## src/scgc_pkg.sv

```systemverilog
// Purpose: shared constants and types of the sample clock control block
// Assumes: pclk at 40 MHz stands in for the master clock input
// Notes: link is word-parallel, slotted, device is frame master
package scgc_pkg;
  localparam int CLK_HZ = 40_000_000;
  localparam int PS_RATE_HZ = 3_072_000;
  localparam int PS_TICK_CYC = CLK_HZ / PS_RATE_HZ;
  localparam logic [3:0] PS_TICK_LAST = 4'(PS_TICK_CYC - 1);
  // rate accumulator: modulus 21 * clock keeps 8/7 and phase steps exact
  localparam int NCO_MUL_NORM = 21;
  localparam int NCO_MUL_87 = 24;
  localparam logic [31:0] NCO_MOD = 32'(CLK_HZ * NCO_MUL_NORM);
  localparam int PH_STEPS_PER_CYCLE = 3000;
  localparam logic [31:0] PH_STEP = 32'(CLK_HZ * NCO_MUL_NORM
                                        / PH_STEPS_PER_CYCLE);
  // register indices on the link
  localparam int ADDR_W = 6;
  localparam logic [5:0] ADDR_GEN1_MODE = 6'h10;
  localparam logic [5:0] ADDR_GEN1_RATE = 6'h11;
  localparam logic [5:0] ADDR_GEN1_PHASE = 6'h12;
  localparam logic [5:0] ADDR_GEN2_MODE = 6'h13;
  localparam logic [5:0] ADDR_PWR_CTL = 6'h1C;
  localparam logic [15:0] GEN1_MODE_RST = 16'h00FF;
  localparam logic [15:0] GEN1_RATE_RST = 16'hBB80;
  localparam logic [15:0] PHASE_RST = 16'h0000;
  localparam logic [15:0] GEN2_MODE_RST = 16'h00FF;
  localparam logic [15:0] PWR_CTL_RST = 16'h0000;
  localparam logic [15:0] MODE_WMASK = 16'hFCFF;
  localparam logic [15:0] PH_WMASK = 16'h01FF;
  localparam int MODE_REF_BIT = 15;
  localparam int MODE_VID_BIT = 14;
  localparam int MODE_PLLG_BIT = 13;
  localparam int MODE_P200_BIT = 12;
  localparam int MODE_X87_BIT = 11;
  localparam int MODE_C128_BIT = 10;
  localparam logic [7:0] MODE_M_BOTH128 = 8'hFF;
  localparam int PH_DIR_BIT = 8;
  localparam int PH_MAG_W = 8;
  localparam int GEN1_EN_BIT = 0;
  // link framing
  localparam logic [3:0] SLOT_LAST = 4'hF;
  localparam logic [1:0] SLOT_CTL = 2'h0;
  localparam logic [1:0] SLOT_DATA = 2'h1;
  localparam logic [1:0] SLOT_CAPT = 2'h2;
  localparam logic [1:0] SLOT_FINAL = 2'h3;
  localparam int CTL_READ_BIT = 15;
  localparam int CTL_VALID_BIT = 14;
  localparam logic [1:0] STAGE_IDLE = 2'h0;
  localparam logic [1:0] STAGE_CAPT = 2'h1;
  localparam logic [1:0] STAGE_DUE = 2'h2;
  // host APB map
  localparam logic [11:0] HOST_CMD = 12'h000;
  localparam logic [11:0] HOST_WDATA = 12'h004;
  localparam logic [11:0] HOST_STATUS = 12'h008;
  localparam logic [11:0] HOST_RDATA = 12'h00C;
  localparam int STAT_BUSY_BIT = 0;
  localparam int STAT_DONE_BIT = 1;

  typedef struct packed {
    logic ref_sync;
    logic video_lock;
    logic video_pal;
    logic infinite_gain;
    logic bitclk_enable;
    logic bitclk_plus200;
    logic eight_sevenths;
    logic phase_shiftable;
    logic conv_pin_x128;
    logic bitclk_x128;
    logic [3:0] bitclk_sel;
    logic [3:0] conv_sel;
  } scgc_gen2_ctl_t;
endpackage

```

## src/scgc_link_if.sv

```systemverilog
// Purpose: control link between device and host controller
// Assumes: both ends on pclk; device makes the frames
// Notes: four slots of sixteen cycles per frame
`timescale 1ns/1ps
interface scgc_link_if;
  logic frame_sync;
  logic slot_strobe;
  logic [1:0] slot_index;
  logic [15:0] ctl_word;
  logic [15:0] host_data;
  logic [15:0] dev_data;
  modport dev (
    output frame_sync, slot_strobe, slot_index, dev_data,
    input ctl_word, host_data
  );
  modport host (
    input frame_sync, slot_strobe, slot_index, dev_data,
    output ctl_word, host_data
  );
endinterface

```

## src/scgc_device.sv

```systemverilog
// Purpose: sample clock generator control registers and frame master
// Assumes: pclk at 40 MHz stands in for the master clock
// Notes: gen2 decode and gen1 flags lag their registers by one cycle
// Operation
// - gen1 mode resets 00FF, held in reset/power-down
// - rate register used only when master-clock referenced
// - one hertz per rate LSB
// - host keeps rate within 0x0FA0..0xD2F0
// - rate resets BB80, held in reset/power-down
// - low phase byte magnitude, 0.12 degrees each
// - magnitude decremented one LSB at 3.072 MHz
// - phase read returns remainder at slot 0
// - phase write replaces remaining shift
// - previous contents returned in next frame slot 1
// - phase cleared, protected unless gen1 enabled
// - host writes zero to reserved bits
// - gen2 reference clear: master clock, shiftable phase
// - gen2 reference set: sync lock, no shift
// - video-lock bit picks normal or video lock
// - loop gain bit: finite or infinite gain
// - plus-200 bit raises bit clock, not video
// - eight-sevenths bit, ignored when sync referenced
// - times-128 bit scales conversion pin only
// - sync-referenced gen1 ignores rate, phase, 8/7
// - modifier nibbles pick rates; 1111/1111 gives 128x
`timescale 1ns/1ps
module scgc_device
  import scgc_pkg::*;
(
  // clock and reset
  input wire logic pclk,
  input wire logic presetn,
  // power-down pin
  input wire logic power_down_n,
  // control link
  scgc_link_if.dev link,
  // generator 1
  output logic gen1_conv_tick,
  output logic gen1_ref_sync,
  output logic gen1_eight_sevenths_active,
  // generator 2 decoded mode
  output scgc_gen2_ctl_t gen2_ctl
);
  typedef struct packed {
    logic pd_meta;
    logic pd_sync;
    logic [3:0] slot_cnt;
    logic [1:0] slot_idx;
    logic slot_strobe;
    logic frame_sync;
    logic [3:0] ps_cnt;
    logic adv;
    logic ret;
    logic [15:0] gen1_mode;
    logic [15:0] gen1_rate;
    logic [15:0] gen1_phase;
    logic [15:0] gen2_mode;
    logic [15:0] pwr_ctl;
    logic [15:0] ph_snap;
    logic [1:0] resp_stage;
    logic resp_read;
    logic [5:0] resp_addr;
    logic [15:0] resp_prev;
    logic [15:0] dev_data;
    logic g1_ref;
    logic g1_x87;
    scgc_gen2_ctl_t g2;
  } scgc_dev_state_t;

  localparam scgc_dev_state_t DEV_RST = '{
    slot_idx: SLOT_FINAL,
    gen1_mode: GEN1_MODE_RST,
    gen1_rate: GEN1_RATE_RST,
    gen1_phase: PHASE_RST,
    gen2_mode: GEN2_MODE_RST,
    pwr_ctl: PWR_CTL_RST,
    resp_stage: STAGE_IDLE,
    default: '0
  };

  scgc_dev_state_t q, d;
  logic frame_start;
  logic [5:0] cmd_addr;

  function automatic logic [15:0] reg_value(
    input scgc_dev_state_t s,
    input logic [5:0] a,
    input logic [15:0] phase
  );
    logic [15:0] v;
    v = 16'h0000;
    case (a)
      ADDR_GEN1_MODE: v = s.gen1_mode;
      ADDR_GEN1_RATE: v = s.gen1_rate;
      ADDR_GEN1_PHASE: v = phase;
      ADDR_GEN2_MODE: v = s.gen2_mode;
      ADDR_PWR_CTL: v = s.pwr_ctl;
      default: v = 16'h0000;
    endcase
    return v;
  endfunction

  always_comb
  begin
    d = q;
    frame_start = q.slot_strobe && (q.slot_idx == SLOT_CTL);
    cmd_addr = link.ctl_word[ADDR_W-1:0];
    d.pd_meta = power_down_n;
    d.pd_sync = q.pd_meta;

    // slot divider
    d.slot_strobe = 1'b0;
    d.frame_sync = 1'b0;
    if (q.slot_cnt == SLOT_LAST)
    begin
      d.slot_cnt = 4'h0;
      d.slot_idx = q.slot_idx + 2'h1;
      d.slot_strobe = 1'b1;
      d.frame_sync = (q.slot_idx == SLOT_FINAL);
    end
    else
    begin
      d.slot_cnt = q.slot_cnt + 4'h1;
    end

    // phase shift processing
    d.adv = 1'b0;
    d.ret = 1'b0;
    if (q.ps_cnt == PS_TICK_LAST)
    begin
      d.ps_cnt = 4'h0;
      if (q.gen1_phase[PH_MAG_W-1:0] != '0 &&
          !q.gen1_mode[MODE_REF_BIT])
      begin
        d.gen1_phase[PH_MAG_W-1:0] =
          q.gen1_phase[PH_MAG_W-1:0] - 8'h01;
        d.adv = !q.gen1_phase[PH_DIR_BIT];
        d.ret = q.gen1_phase[PH_DIR_BIT];
      end
    end
    else
    begin
      d.ps_cnt = q.ps_cnt + 4'h1;
    end

    // slot 0: snapshot remainder, take command
    if (frame_start)
    begin
      d.ph_snap = q.gen1_phase;
      if (q.resp_stage == STAGE_CAPT)
        d.resp_stage = STAGE_DUE;
      if (link.ctl_word[CTL_VALID_BIT])
      begin
        d.resp_stage = STAGE_CAPT;
        d.resp_read = link.ctl_word[CTL_READ_BIT];
        d.resp_addr = cmd_addr;
        d.resp_prev = reg_value(q, cmd_addr, q.gen1_phase);
        if (!link.ctl_word[CTL_READ_BIT])
        begin
          case (cmd_addr)
            ADDR_GEN1_MODE: d.gen1_mode = link.host_data & MODE_WMASK;
            ADDR_GEN1_RATE: d.gen1_rate = link.host_data;
            ADDR_GEN1_PHASE:
              d.gen1_phase = link.host_data & PH_WMASK;
            ADDR_GEN2_MODE: d.gen2_mode = link.host_data & MODE_WMASK;
            ADDR_PWR_CTL: d.pwr_ctl = link.host_data;
            default: d.resp_prev = 16'h0000;
          endcase
        end
      end
    end

    // slot 1: answer of the previous frame's command
    if (q.slot_strobe && q.slot_idx == SLOT_DATA)
    begin
      d.dev_data = 16'h0000;
      if (q.resp_stage == STAGE_DUE)
      begin
        d.dev_data = q.resp_read ?
          reg_value(q, q.resp_addr, q.ph_snap) : q.resp_prev;
        d.resp_stage = STAGE_IDLE;
      end
    end

    // power-down and gen1 disable hold defaults
    if (!q.pd_sync)
    begin
      d.gen1_mode = GEN1_MODE_RST;
      d.gen1_rate = GEN1_RATE_RST;
      d.gen2_mode = GEN2_MODE_RST;
      d.pwr_ctl = PWR_CTL_RST;
    end
    if (!q.pd_sync || !q.pwr_ctl[GEN1_EN_BIT])
      d.gen1_phase = PHASE_RST;

    // decoded mode outputs
    d.g1_ref = q.gen1_mode[MODE_REF_BIT];
    d.g1_x87 = q.gen1_mode[MODE_X87_BIT] &&
               !q.gen1_mode[MODE_REF_BIT];
    d.g2.ref_sync = q.gen2_mode[MODE_REF_BIT];
    d.g2.video_lock = q.gen2_mode[MODE_REF_BIT] &&
                      q.gen2_mode[MODE_VID_BIT];
    d.g2.video_pal = q.gen2_mode[7];
    d.g2.infinite_gain = q.gen2_mode[MODE_PLLG_BIT];
    d.g2.bitclk_enable = !d.g2.video_lock;
    d.g2.bitclk_plus200 = q.gen2_mode[MODE_P200_BIT] &&
                          !d.g2.video_lock;
    d.g2.eight_sevenths = q.gen2_mode[MODE_X87_BIT] &&
                          !q.gen2_mode[MODE_REF_BIT];
    d.g2.phase_shiftable = !q.gen2_mode[MODE_REF_BIT];
    d.g2.conv_pin_x128 = q.gen2_mode[MODE_C128_BIT];
    d.g2.bitclk_x128 = !d.g2.video_lock &&
      (q.gen2_mode[7:0] == MODE_M_BOTH128);
    d.g2.bitclk_sel = q.gen2_mode[3:0];
    d.g2.conv_sel = q.gen2_mode[7:4];
  end

  always_ff @(posedge pclk or negedge presetn)
  begin
    if (!presetn)
      q <= DEV_RST;
    else
      q <= d;
  end

  // gen1 rate from the accumulator, phase steps from the divider
  scgc_nco u_gen1_nco (
    .pclk(pclk),
    .presetn(presetn),
    .run(q.pd_sync && !q.gen1_mode[MODE_REF_BIT]),
    .rate(q.gen1_rate),
    .eight_sev(q.gen1_mode[MODE_X87_BIT]),
    .advance(q.adv),
    .retard(q.ret),
    .tick(gen1_conv_tick)
  );

  assign link.frame_sync = q.frame_sync;
  assign link.slot_strobe = q.slot_strobe;
  assign link.slot_index = q.slot_idx;
  assign link.dev_data = q.dev_data;
  assign gen1_ref_sync = q.g1_ref;
  assign gen1_eight_sevenths_active = q.g1_x87;
  assign gen2_ctl = q.g2;
endmodule // scgc_device

```

## src/scgc_nco.sv

```systemverilog
// Purpose: conversion-rate tick generator, one hertz per rate step
// Assumes: pclk at CLK_HZ
// Notes: advance or retard moves the phase by 1/3000 of a period
`timescale 1ns/1ps
module scgc_nco
  import scgc_pkg::*;
(
  // clock and reset
  input wire logic pclk,
  input wire logic presetn,
  // control
  input wire logic run,
  input wire logic [15:0] rate,
  input wire logic eight_sev,
  input wire logic advance,
  input wire logic retard,
  // output
  output logic tick
);
  typedef struct packed {
    logic [31:0] acc;
    logic tick;
  } scgc_nco_state_t;

  scgc_nco_state_t q, d;
  logic [31:0] inc;
  logic [31:0] t;

  always_comb
  begin
    d = q;
    inc = {16'h0000, rate} * 32'(eight_sev ? NCO_MUL_87 : NCO_MUL_NORM);
    // offset by one modulus so a retard never goes negative
    t = q.acc + inc + NCO_MOD + (advance ? PH_STEP : 32'h0)
        - (retard ? PH_STEP : 32'h0);
    d.tick = 1'b0;
    if (!run)
    begin
      d.acc = 32'h0;
    end
    else if (t >= (NCO_MOD << 1))
    begin
      d.acc = t - (NCO_MOD << 1);
      d.tick = 1'b1;
    end
    else if (t < NCO_MOD)
    begin
      // retard bigger than one cycle's advance: hold at zero
      d.acc = 32'h0;
    end
    else
    begin
      d.acc = t - NCO_MOD;
    end
  end

  always_ff @(posedge pclk or negedge presetn)
  begin
    if (!presetn)
      q <= '0;
    else
      q <= d;
  end

  assign tick = q.tick;
endmodule // scgc_nco

```

## src/flat_wrapper.sv

```systemverilog
// flat-port wrapper written by rule: the top's interface ports become plain ports
module scgc_device_flat import scgc_pkg::*;
  (pclk, presetn, power_down_n, gen1_conv_tick, gen1_ref_sync, gen1_eight_sevenths_active, gen2_ctl, link_frame_sync, link_slot_strobe, link_slot_index, link_dev_data, link_ctl_word, link_host_data);
  scgc_link_if link_i ();
  input wire logic pclk;
  input wire logic presetn;
  input wire logic power_down_n;
  output logic gen1_conv_tick;
  output logic gen1_ref_sync;
  output logic gen1_eight_sevenths_active;
  output scgc_gen2_ctl_t gen2_ctl;
  output wire logic [$bits(link_i.frame_sync)-1:0] link_frame_sync;
  output wire logic [$bits(link_i.slot_strobe)-1:0] link_slot_strobe;
  output wire logic [$bits(link_i.slot_index)-1:0] link_slot_index;
  output wire logic [$bits(link_i.dev_data)-1:0] link_dev_data;
  input wire logic [$bits(link_i.ctl_word)-1:0] link_ctl_word;
  input wire logic [$bits(link_i.host_data)-1:0] link_host_data;
  assign link_frame_sync = link_i.frame_sync;
  assign link_slot_strobe = link_i.slot_strobe;
  assign link_slot_index = link_i.slot_index;
  assign link_dev_data = link_i.dev_data;
  assign link_i.ctl_word = link_ctl_word;
  assign link_i.host_data = link_host_data;
  scgc_device u_core (.pclk(pclk), .presetn(presetn), .power_down_n(power_down_n), .link(link_i), .gen1_conv_tick(gen1_conv_tick), .gen1_ref_sync(gen1_ref_sync), .gen1_eight_sevenths_active(gen1_eight_sevenths_active), .gen2_ctl(gen2_ctl));
endmodule
```

## config.mk

```make
export PLATFORM = sky130hd
export DESIGN_NAME = scgc_device_flat
export DESIGN_NICKNAME = d
export VERILOG_FILES = /design/src/scgc_pkg.sv /design/src/scgc_link_if.sv /design/src/scgc_device.sv /design/src/scgc_nco.sv /design/src/flat_wrapper.sv
export SDC_FILE = /design/constraint.sdc
export NUM_CORES = 1
export LEC_CHECK = 0
export BUFFER_PORTS_ARGS = -buffer_cell sky130_fd_sc_hd__buf_2
export CORE_AREA = 2 2 229 231
export CTS_CLUSTER_DIAMETER = 60
export CTS_CLUSTER_SIZE = 25
export DETAILED_ROUTE_END_ITERATION = 6
export DIE_AREA = 0 0 231 233
export PLACE_DENSITY_LB_ADDON = 0.1
export SLEW_MARGIN = 20
export SYNTH_ARGS = -nofsm -noshare
export SYNTH_HDL_FRONTEND = slang
export SYNTH_SLANG_ARGS = --single-unit
```

## constraint.sdc

```tcl
create_clock -name pclk -period 8.7 [get_ports pclk]
set_input_delay 0.435 -clock pclk [delete_from_list [all_inputs] [get_ports pclk]]
set_output_delay 0.435 -clock pclk [all_outputs]
set_load 0.005 [all_outputs]
```

==> run summary, run 1 <==
The sequential area share after synthesis was 0.3446; the area growth from synthesis to layout was 10.12%. Counting every sink on the clock net gives 187. The total detailed-routing wirelength was 41790 um.

The switching part of the total is 0.5080. Dividing the detail-routed via count by the number of cells gives 4.913. The logs give 9.12 ns for the required time of the critical path and 0.2675 for the starting utilization of the core area. The run gives 0.163 as the clock share of power. The post-cts resize count came out at 0.

The run gives 0.1301 GHz as the maximum clock rate. The final worst setup slack was 1.016 ns. During synthesis, Yosys emitted a total of 0 warnings. The share of the core filled with cells in the final layout was 0.2946; the highest fanout seen on the critical path was 23. In this run the mean area of a mapped cell was 9.150 um^2. The core region is 51090 um^2. The final reports fail on design-rule violations. The longest clock path from root to sink contains 2 buffers.

The logs give 0.02054 ns for the worst clock skew and 53820 um^2 for the overall die area. The final routed wire length divided by cell count is 19.09 um, and the flop-to-flop setup slack is 1.02 ns. The analysis attributes to net switching a power of 0.002682 W. The async set-or-reset flop fraction in the synthesized netlist was 1.000; the internal power summed over all cells was 0.002597 W.

Number of distinct library cells after synthesis: 95. Tracing the worst setup path back leads to its startpoint at u_core.q[152]$_DFFE_PN0P_. Summed over all instances, the cell type with the most area after synthesis is sky130_fd_sc_hd__dfrtp_1. The run gives 20160 um as the routed length on met1. The most used flip-flop cell after synthesis is sky130_fd_sc_hd__dfrtp_1.

The logs give 91 for the maximum number of pins on one net before global-route repair and 13670 um^2 for the post-synthesis instance area. The tools report the maximum VDD drop as 160.5 uV. The H-tree was split into 4 levels. The run gives 0.2679 as the worst relative slew slack. In this run the worst hold path is classified as input port to asynchronous set/reset pin.

In this run the remaining antenna-violating nets after routing total 0. STA classifies the critical path startpoint as a flip-flop. The global router's overall resource usage was 0.1620.

Synthesis handed over a netlist of 1494 instances. The first global-routing pass estimated 66650 um of wire. In this run the critical register-to-register path is captured at u_core.u_gen1_nco.q[28]$_DFF_PN0_. Share of cells above drive strength 1: 0.1193. Setup violations remaining at the end of the flow were counted as 0. The first TritonRoute pass finished after 7 iterations. Clock latency on the worst-skew pair, taken at its later pin, is 0.49 ns.

The worst setup path is captured at a flip-flop. The max-slew violation count came out at 0. The number of endpoints with negative hold slack in the final report is 0, and the setup slack at placement is 0.9219 ns. Setup repair after global routing left no endpoint under its margin. The critical path class was flip-flop to flip-flop. After global routing the overflow that remains totals 0. Sequential fraction of design power: 0.182. For the pin with the worst max-slew slack, the measured transition is 1.098 ns.

The tools report the root buffer cell as sky130_fd_sc_hd__clkbuf_16. The number of cells on the worst reg-to-reg path is 26. Pin placement for this block handled 76 I/O pins. The routed layout has 10750 vias. The aggregate negative setup slack was 0 ns; the number of max-cap violations was 0.

The via count of the first global-routing pass is 11120, and the horizontal die dimension is 231 um. The number of nets in the layout is 1679, and the part of the total power dissipated in combinational logic is 0.655. The post-layout minimum cycle time is 7.684 ns, and the antenna diode instance count is 0. TritonCTS built the clock tree. In the detailed route, the total length drawn on met2 is 19610 um. After synthesis, the cell types taking the most area are sky130_fd_sc_hd__dfrtp_1, sky130_fd_sc_hd__fa_1, sky130_fd_sc_hd__ha_1, sky130_fd_sc_hd__nand2_1, sky130_fd_sc_hd__dfstp_2.

The beginning of the worst register-to-register path is u_core.q[152]$_DFFE_PN0P_. In this run the tool buffered the top-level ports with 67 buffer cells. The final weighted congestion in routability-driven placement was 0.8505; the count of flip-flops with a built-in enable after synthesis was 0. The post-synthesis register bit count is 187, and the residual DRC count is 1.

The period utilization works out to 0.8832. The tools report the data arrival time of the critical path as 8.10 ns. Post-CTS timing repair inserted 0 buffers for setup.

The floorplan step set the die height to 233 um. In this run the static leakage power is 6.791 nW. The register clock-pin slew on the reported worst setup and hold paths was 0.08 ns; the row count was 83. In this run, the number of DRC markers left after iteration 0 of detailed routing was 841. After legalization and detailed placement, the total HPWL measured 30750 um.

The run finished, with violations left. The uppermost layer routed was met5. The top-area cell type share of the netlist area works out to 0.2966. The logs give 1444 um for the routed length on met3 and 17 for the TritonCTS buffer count. The initial antenna violation count is 1.

Power spread over the standard cell area amounts to 350.7 nW/um^2. Number of hold buffers added after cts: 0.
power groups by stage:
| stage | clock (W) | combinational, W | sequential (W) |
|---|---|---|---|
| 2_1_floorplan | 0 | 0.00260 | 0.000964 |
| 3_3_place_gp | 0 | 0.00345 | 0.000979 |
| 3_5_place_dp | 0 | 0.00343 | 0.000980 |
| 4_1_cts | 0.000897 | 0.00345 | 0.000963 |
| 5_1_grt | 0.000925 | 0.00385 | 0.000967 |
| 6_report | 0.000860 | 0.00346 | 0.000963 |
cell usage in the layout (no fill, tap or decap), drive strengths merged, types with 17 or more instances in the layout:
master and count:
xnor2 19, and3 18, a22oi 21, a22o 17
nand2 213, a211oi 18, inv 165, o21ai 58
a21oi 59, clkbuf 20, a21boi 49, nor3 21
fa 57, a222oi 30, buf 82, dfrtp 162
ha 91, dfstp 25, a21o 27, nand3 35
nor2 71, o211ai 18, and2 22
worst max path at each step:
| stage | to | slack (ns) | cells after the start |
|---|---|---|---|
| final | u_core.u_gen1_nco.q[28]$_DFF_PN0_ | 1.02 | 26 |
| after global routing | u_core.u_gen1_nco.q[17]$_DFF_PN0_ | 0.26 | 24 |
| after CTS | u_core.u_gen1_nco.q[14]$_DFF_PN0_ | 0.87 | 24 |
| after detailed placement | u_core.u_gen1_nco.q[14]$_DFF_PN0_ | 0.92 | 24 |
| after global placement | u_core.u_gen1_nco.q[22]$_DFF_PN0_ | 1.0 | 28 |
| after floorplan | u_core.u_gen1_nco.q[14]$_DFF_PN0_ | 2.04 | 26 |
critical path: stages (launching register included):
cell and delay, ns:
sky130_fd_sc_hd__dfrtp_1 0.60, sky130_fd_sc_hd__buf_4 0.34, sky130_fd_sc_hd__nor2_1 0.12, sky130_fd_sc_hd__ha_1 0.32, sky130_fd_sc_hd__fa_1 0.48, sky130_fd_sc_hd__fa_1 0.55, sky130_fd_sc_hd__inv_1 0.06, sky130_fd_sc_hd__fa_1 0.53
sky130_fd_sc_hd__inv_1 0.04, sky130_fd_sc_hd__ha_1 0.40, sky130_fd_sc_hd__nand3_1 0.12, sky130_fd_sc_hd__or2_0 0.44, sky130_fd_sc_hd__a21boi_0 0.26, sky130_fd_sc_hd__o211ai_1 0.25, sky130_fd_sc_hd__inv_1 0.18, sky130_fd_sc_hd__ha_1 0.24
sky130_fd_sc_hd__inv_1 0.08, sky130_fd_sc_hd__nor3_1 0.17, sky130_fd_sc_hd__a211oi_1 0.15, sky130_fd_sc_hd__o211ai_1 0.22, sky130_fd_sc_hd__o22ai_2 0.15, sky130_fd_sc_hd__o311ai_2 0.41, sky130_fd_sc_hd__o2111ai_4 0.28, sky130_fd_sc_hd__a221oi_4 0.51
sky130_fd_sc_hd__buf_4 0.31, sky130_fd_sc_hd__or2b_1 0.25, sky130_fd_sc_hd__a31oi_1 0.15
sequential cells by signal, summed over array words and instances (netlist names):
| register | flops |
|---|---|
| u_core.q | 102 |
| u_core.u_gen1_nco.q | 32 |
| u_core.gen2_ctl | 17 |
| u_core.link.dev_data | 16 |
| u_core.d | 13 |
| u_core.link.slot_index | 2 |
| u_core.gen1_eight_sevenths_active | 1 |
| u_core.gen1_ref_sync | 1 |
| u_core.link.frame_sync | 1 |
| u_core.link.slot_strobe | 1 |
| u_core.u_gen1_nco.tick | 1 |
synth_stat cells, types with 27 or more instances:
master / number
sky130_fd_sc_hd__dfrtp_1: 162
sky130_fd_sc_hd__a21oi_1: 57
sky130_fd_sc_hd__a21o_1: 27
sky130_fd_sc_hd__clkbuf_1: 48
sky130_fd_sc_hd__fa_1: 57
sky130_fd_sc_hd__nand2_1: 213
sky130_fd_sc_hd__nor2_1: 71
sky130_fd_sc_hd__a21boi_0: 47
sky130_fd_sc_hd__inv_1: 162
sky130_fd_sc_hd__o21ai_0: 56
sky130_fd_sc_hd__nand3_1: 34
sky130_fd_sc_hd__buf_4: 37
sky130_fd_sc_hd__ha_1: 91
sky130_fd_sc_hd__a222oi_1: 30
per-layer routing:
| metal | GRT usage | up-vias |
|---|---|---|
| li1 | - | 5195 |
| met3 | 0.02843 | 31 |
| met4 | 0.04294 | 2 |
| met5 | 0 | - |
| met1 | 0.2218 | 5322 |
| met2 | 0.2627 | 204 |
cell type report:
class	count	area, um^2
clock buffers	19	432.9
clock inverters	13	186.4
fillers	5504	36040
inverters	162	608.1
multi-input cells	1045	7799
flip-flops and latches	187	4712
well taps	680	850.8
repair buffers	83	464.2
cell families after synthesis:
| group | count (synthesis) | share of synthesized area |
|---|---|---|
| adder cells (fa/ha/maj) | 148 | 0.1668 |
| buffers and inverters | 263 | 0.08641 |
| AND/OR/NAND/NOR | 465 | 0.1604 |
| flip-flops | 187 | 0.3446 |
| multiplexers | 15 | 0.01217 |
| XOR/XNOR | 29 | 0.01913 |
| AO/OA/AOI/OAI | 385 | 0.2100 |
| other | 2 | 0.0005494 |
stage by stage:
stage                     cells  power [W]  hold WS, ns  instance area, um^2
after CTS                  2189   0.005310      0.01975                15050
final                      2189   0.005279      0.04564                15050
after floorplan            1495   0.003565       0.1394                13670
after global routing       2189   0.005743      0.03191                15050
after detailed placement   2157   0.004407       0.3395                14430
after global placement     2157   0.004429       0.3473                14430
Note: power is estimated with default switching activity, not from simulation.
==> inputs of run 2 (changes only) <==
--- a/config.mk
+++ b/config.mk
@@ -5,12 +5,13 @@
 export SDC_FILE = /design/constraint.sdc
 export NUM_CORES = 1
 export LEC_CHECK = 0
-export BUFFER_PORTS_ARGS = -buffer_cell sky130_fd_sc_hd__buf_2
 export CORE_AREA = 2 2 229 231
 export CTS_CLUSTER_DIAMETER = 60
 export CTS_CLUSTER_SIZE = 25
 export DETAILED_ROUTE_END_ITERATION = 6
 export DIE_AREA = 0 0 231 233
+export DONT_BUFFER_PORTS = 1
+export MAX_ROUTING_LAYER = met4
 export PLACE_DENSITY_LB_ADDON = 0.1
 export SLEW_MARGIN = 20
 export SYNTH_ARGS = -nofsm -noshare
==> run summary, run 2 (synthesis results as in run 1) <==
The flow ran to the end, but the final reports show violations. The checks that failed: design-rule violations. For this design, the sink count on the clock tree is 187. Summed over all layers, the global routing overflow is 0.

TritonCTS built the clock tree. After clock tree synthesis, the flow added hold-fix buffers numbering 2. After the flow finishes, the layout carries non-filler instances totaling 2125. The worst setup path is launched from a flip-flop. The tools report the max-slew violation count as 0. The initial antenna violation count was 0; the maximum number of pins on one net before global-route repair was 188. For the final routed database, the setup TNS stands at 0 ns. The logs give 53820 um^2 for the overall die area and 870 for the starting DRC count in detailed routing.

For the share of the core filled with cells in the final layout, the log shows 0.2886. The root buffer cell was sky130_fd_sc_hd__clkbuf_16. Worst relative slew slack: 0.3308.

The final routed wire length divided by cell count works out to 19.76 um. The worst min-delay path class is input port to flip-flop. The run gives 67130 um as the wire length of the first global-routing pass. In this run the worst path has a maximum fanout of 18.

The number of input and output port buffers inserted was 0; the starting utilization of the core area was 0.2675. Across the routed clock network, the largest skew measured is 0.01321 ns. The number of gates resized after CTS was 0. In this run the cell area measured after placement is 14090 um^2. The transition time at the pin with the least slew margin is 1.004 ns, and the setup fix buffers added after clock tree synthesis is 0. For the count of TritonRoute iterations in the first routing pass, the log shows 7. The setup path with the least slack is of type flip-flop to flip-flop.

Counting tap cells, the placed design contains a total of 2089 instances. The library cells used most frequently in the layout, excluding fill and tap cells, are sky130_fd_sc_hd__nand2_1, sky130_fd_sc_hd__inv_1, sky130_fd_sc_hd__dfrtp_1, sky130_fd_sc_hd__ha_1, sky130_fd_sc_hd__nor2_1. The logs give 0.1687 for the global router's overall resource usage and 2 for the buffer depth of the longest clock path. The period utilization was 0.8880. Hold is met by 0.05028 ns. The final weighted congestion in routability-driven placement is 0.8373. Setup repair after global routing left no endpoint under its margin. The maximum clock rate is 0.1294 GHz, and the residual DRC count is 4. From left edge to right edge, the die measures 231 um.

Summed over all layers, the routed wires come to 41990 um. Across the VDD grid, the largest voltage drop is 183.4 uV. Flop-to-flop setup slack: 0.97 ns.

In this run the count of I/O pins placed on the die edge is 76. The remaining antenna violation count came out at 0. The register clock-pin slew on the reported worst setup and hold paths works out to 0.08 ns. Detailed routing inserted a total of 10630 vias. The wire-length estimate of the detail-placed layout is 30550 um. At the worst endpoint, the required time is 9.11 ns. The number of vias per cell after detailed routing came out at 5.004. After routing the design area is 14750 um^2. Data arrival time of the critical path: 8.13 ns. The register with the most flip-flops in the final layout is u_core.q. The register with the most flip-flops in the layout has 102 of them.

Via count of the first global-routing pass: 10970. The area growth from synthesis to layout is 7.872%. The logs give 83 for the row count and 0 for the antenna diode instance count.

The number of endpoints with negative hold slack in the final report is 0. The clock tree synthesis step divided the H-tree into 4 levels. The share of cells above drive strength 1 works out to 0.08097. The most frequent standard cell in the layout excluding fill and tap cells was sky130_fd_sc_hd__nand2_1. The total area inside the core boundary comes to 51090 um^2.

The number of max-cap violations is 0, and the post-layout minimum cycle time is 7.726 ns. The clock latency reported for the late side of the worst-skew pair is 0.49 ns. The tools report the final count of negative-setup-slack endpoints as 0. The number of nets in the layout is 1615, and the power density relative to cell area is 358.7 nW/um^2. TritonCTS buffer count: 17.

The worst setup path is captured at a flip-flop. The height of the die is 233 um, and the leakage power is 6.536 nW.
[run 2: changes by cell type in the layout (fill, tap and decap cells not counted), moves of 2 or more]
cell and delta:
sky130_fd_sc_hd__buf_16 +2, sky130_fd_sc_hd__buf_2 -66, sky130_fd_sc_hd__bufinv_16 -2, sky130_fd_sc_hd__clkinv_2 +2, sky130_fd_sc_hd__clkinvlp_4 -3, sky130_fd_sc_hd__dlygate4sd3_1 +2
sky130_fd_sc_hd__inv_6 +4
[run 2: metal layers]
layer / vias to the layer above / track usage / wire length (um)
li1: 5080 / - / -
met1: 5263 / 0.2225 / 19860
met2: 241 / 0.2597 / 19240
met3: 49 / 0.03174 / 1966
met4: 0 / 0.05605 / 930
met5: - / - / 0
[run 2: through the flow]
step | power, W | worst slack [ns]
floorplan | 0.003565 | 2.036
global placement | 0.004439 | 0.9233
detailed placement | 0.004423 | 1.012
CTS | 0.005308 | 0.9158
global route | 0.005755 | 0.3511
finish | 0.005289 | 0.9744
[run 2: cell type report]
class                           count  area (um^2)
Clock buffer                       18        429.2
Clock inverter                     14        151.4
Fill cell                        5504        36350
Inverter                          162        608.1
Multi-Input combinational cell   1045         7806
Sequential cell                   187         4712
Tap cell                          680        850.8
Timing Repair Buffer               19        187.7
[run 2: worst max-delay path, stage by stage (launching register included)]
cell and delay (ns):
sky130_fd_sc_hd__dfrtp_1 0.66, sky130_fd_sc_hd__and2_1 0.22, sky130_fd_sc_hd__fa_1 0.45, sky130_fd_sc_hd__fa_1 0.53
sky130_fd_sc_hd__fa_1 0.56, sky130_fd_sc_hd__inv_1 0.06, sky130_fd_sc_hd__fa_1 0.53, sky130_fd_sc_hd__inv_1 0.04
sky130_fd_sc_hd__ha_1 0.39, sky130_fd_sc_hd__nand3_1 0.12, sky130_fd_sc_hd__or2_0 0.43, sky130_fd_sc_hd__a21boi_0 0.25
sky130_fd_sc_hd__o211ai_1 0.23, sky130_fd_sc_hd__inv_1 0.17, sky130_fd_sc_hd__ha_1 0.24, sky130_fd_sc_hd__inv_1 0.08
sky130_fd_sc_hd__nor3_1 0.17, sky130_fd_sc_hd__a211oi_1 0.15, sky130_fd_sc_hd__o211ai_1 0.22, sky130_fd_sc_hd__o22ai_2 0.15
sky130_fd_sc_hd__o311ai_2 0.41, sky130_fd_sc_hd__o2111ai_4 0.28, sky130_fd_sc_hd__a221oi_4 0.64, sky130_fd_sc_hd__buf_4 0.25
sky130_fd_sc_hd__or2b_1 0.23, sky130_fd_sc_hd__a31oi_1 0.16
[run 2: where the power goes]
part           internal [W]  switching, W  leakage, nW
Sequential         0.000932     0.0000299         2.42
Combinational       0.00122       0.00228         3.83
Clock              0.000407      0.000413        0.282
[run 2: path summary, 6_finish.rpt]
kind | from | end | cells past startpoint
min in group asynchronous | presetn | u_core.link.dev_data[2]$_DFFE_PN0P_ | 2
worst min register to register | u_core.d[171]$_DFF_PN0_ | u_core.q[171]$_DFF_PN0_ | 0
max in group asynchronous | presetn | u_core.q[171]$_DFF_PN0_ | 3
worst min-delay path | link_host_data[0] | u_core.d[4]$_DFFE_PN1P_ | 2
worst max-delay path | u_core.q[152]$_DFFE_PN0P_ | u_core.u_gen1_nco.q[28]$_DFF_PN0_ | 25
worst max register to register | u_core.q[152]$_DFFE_PN0P_ | u_core.u_gen1_nco.q[28]$_DFF_PN0_ | 25
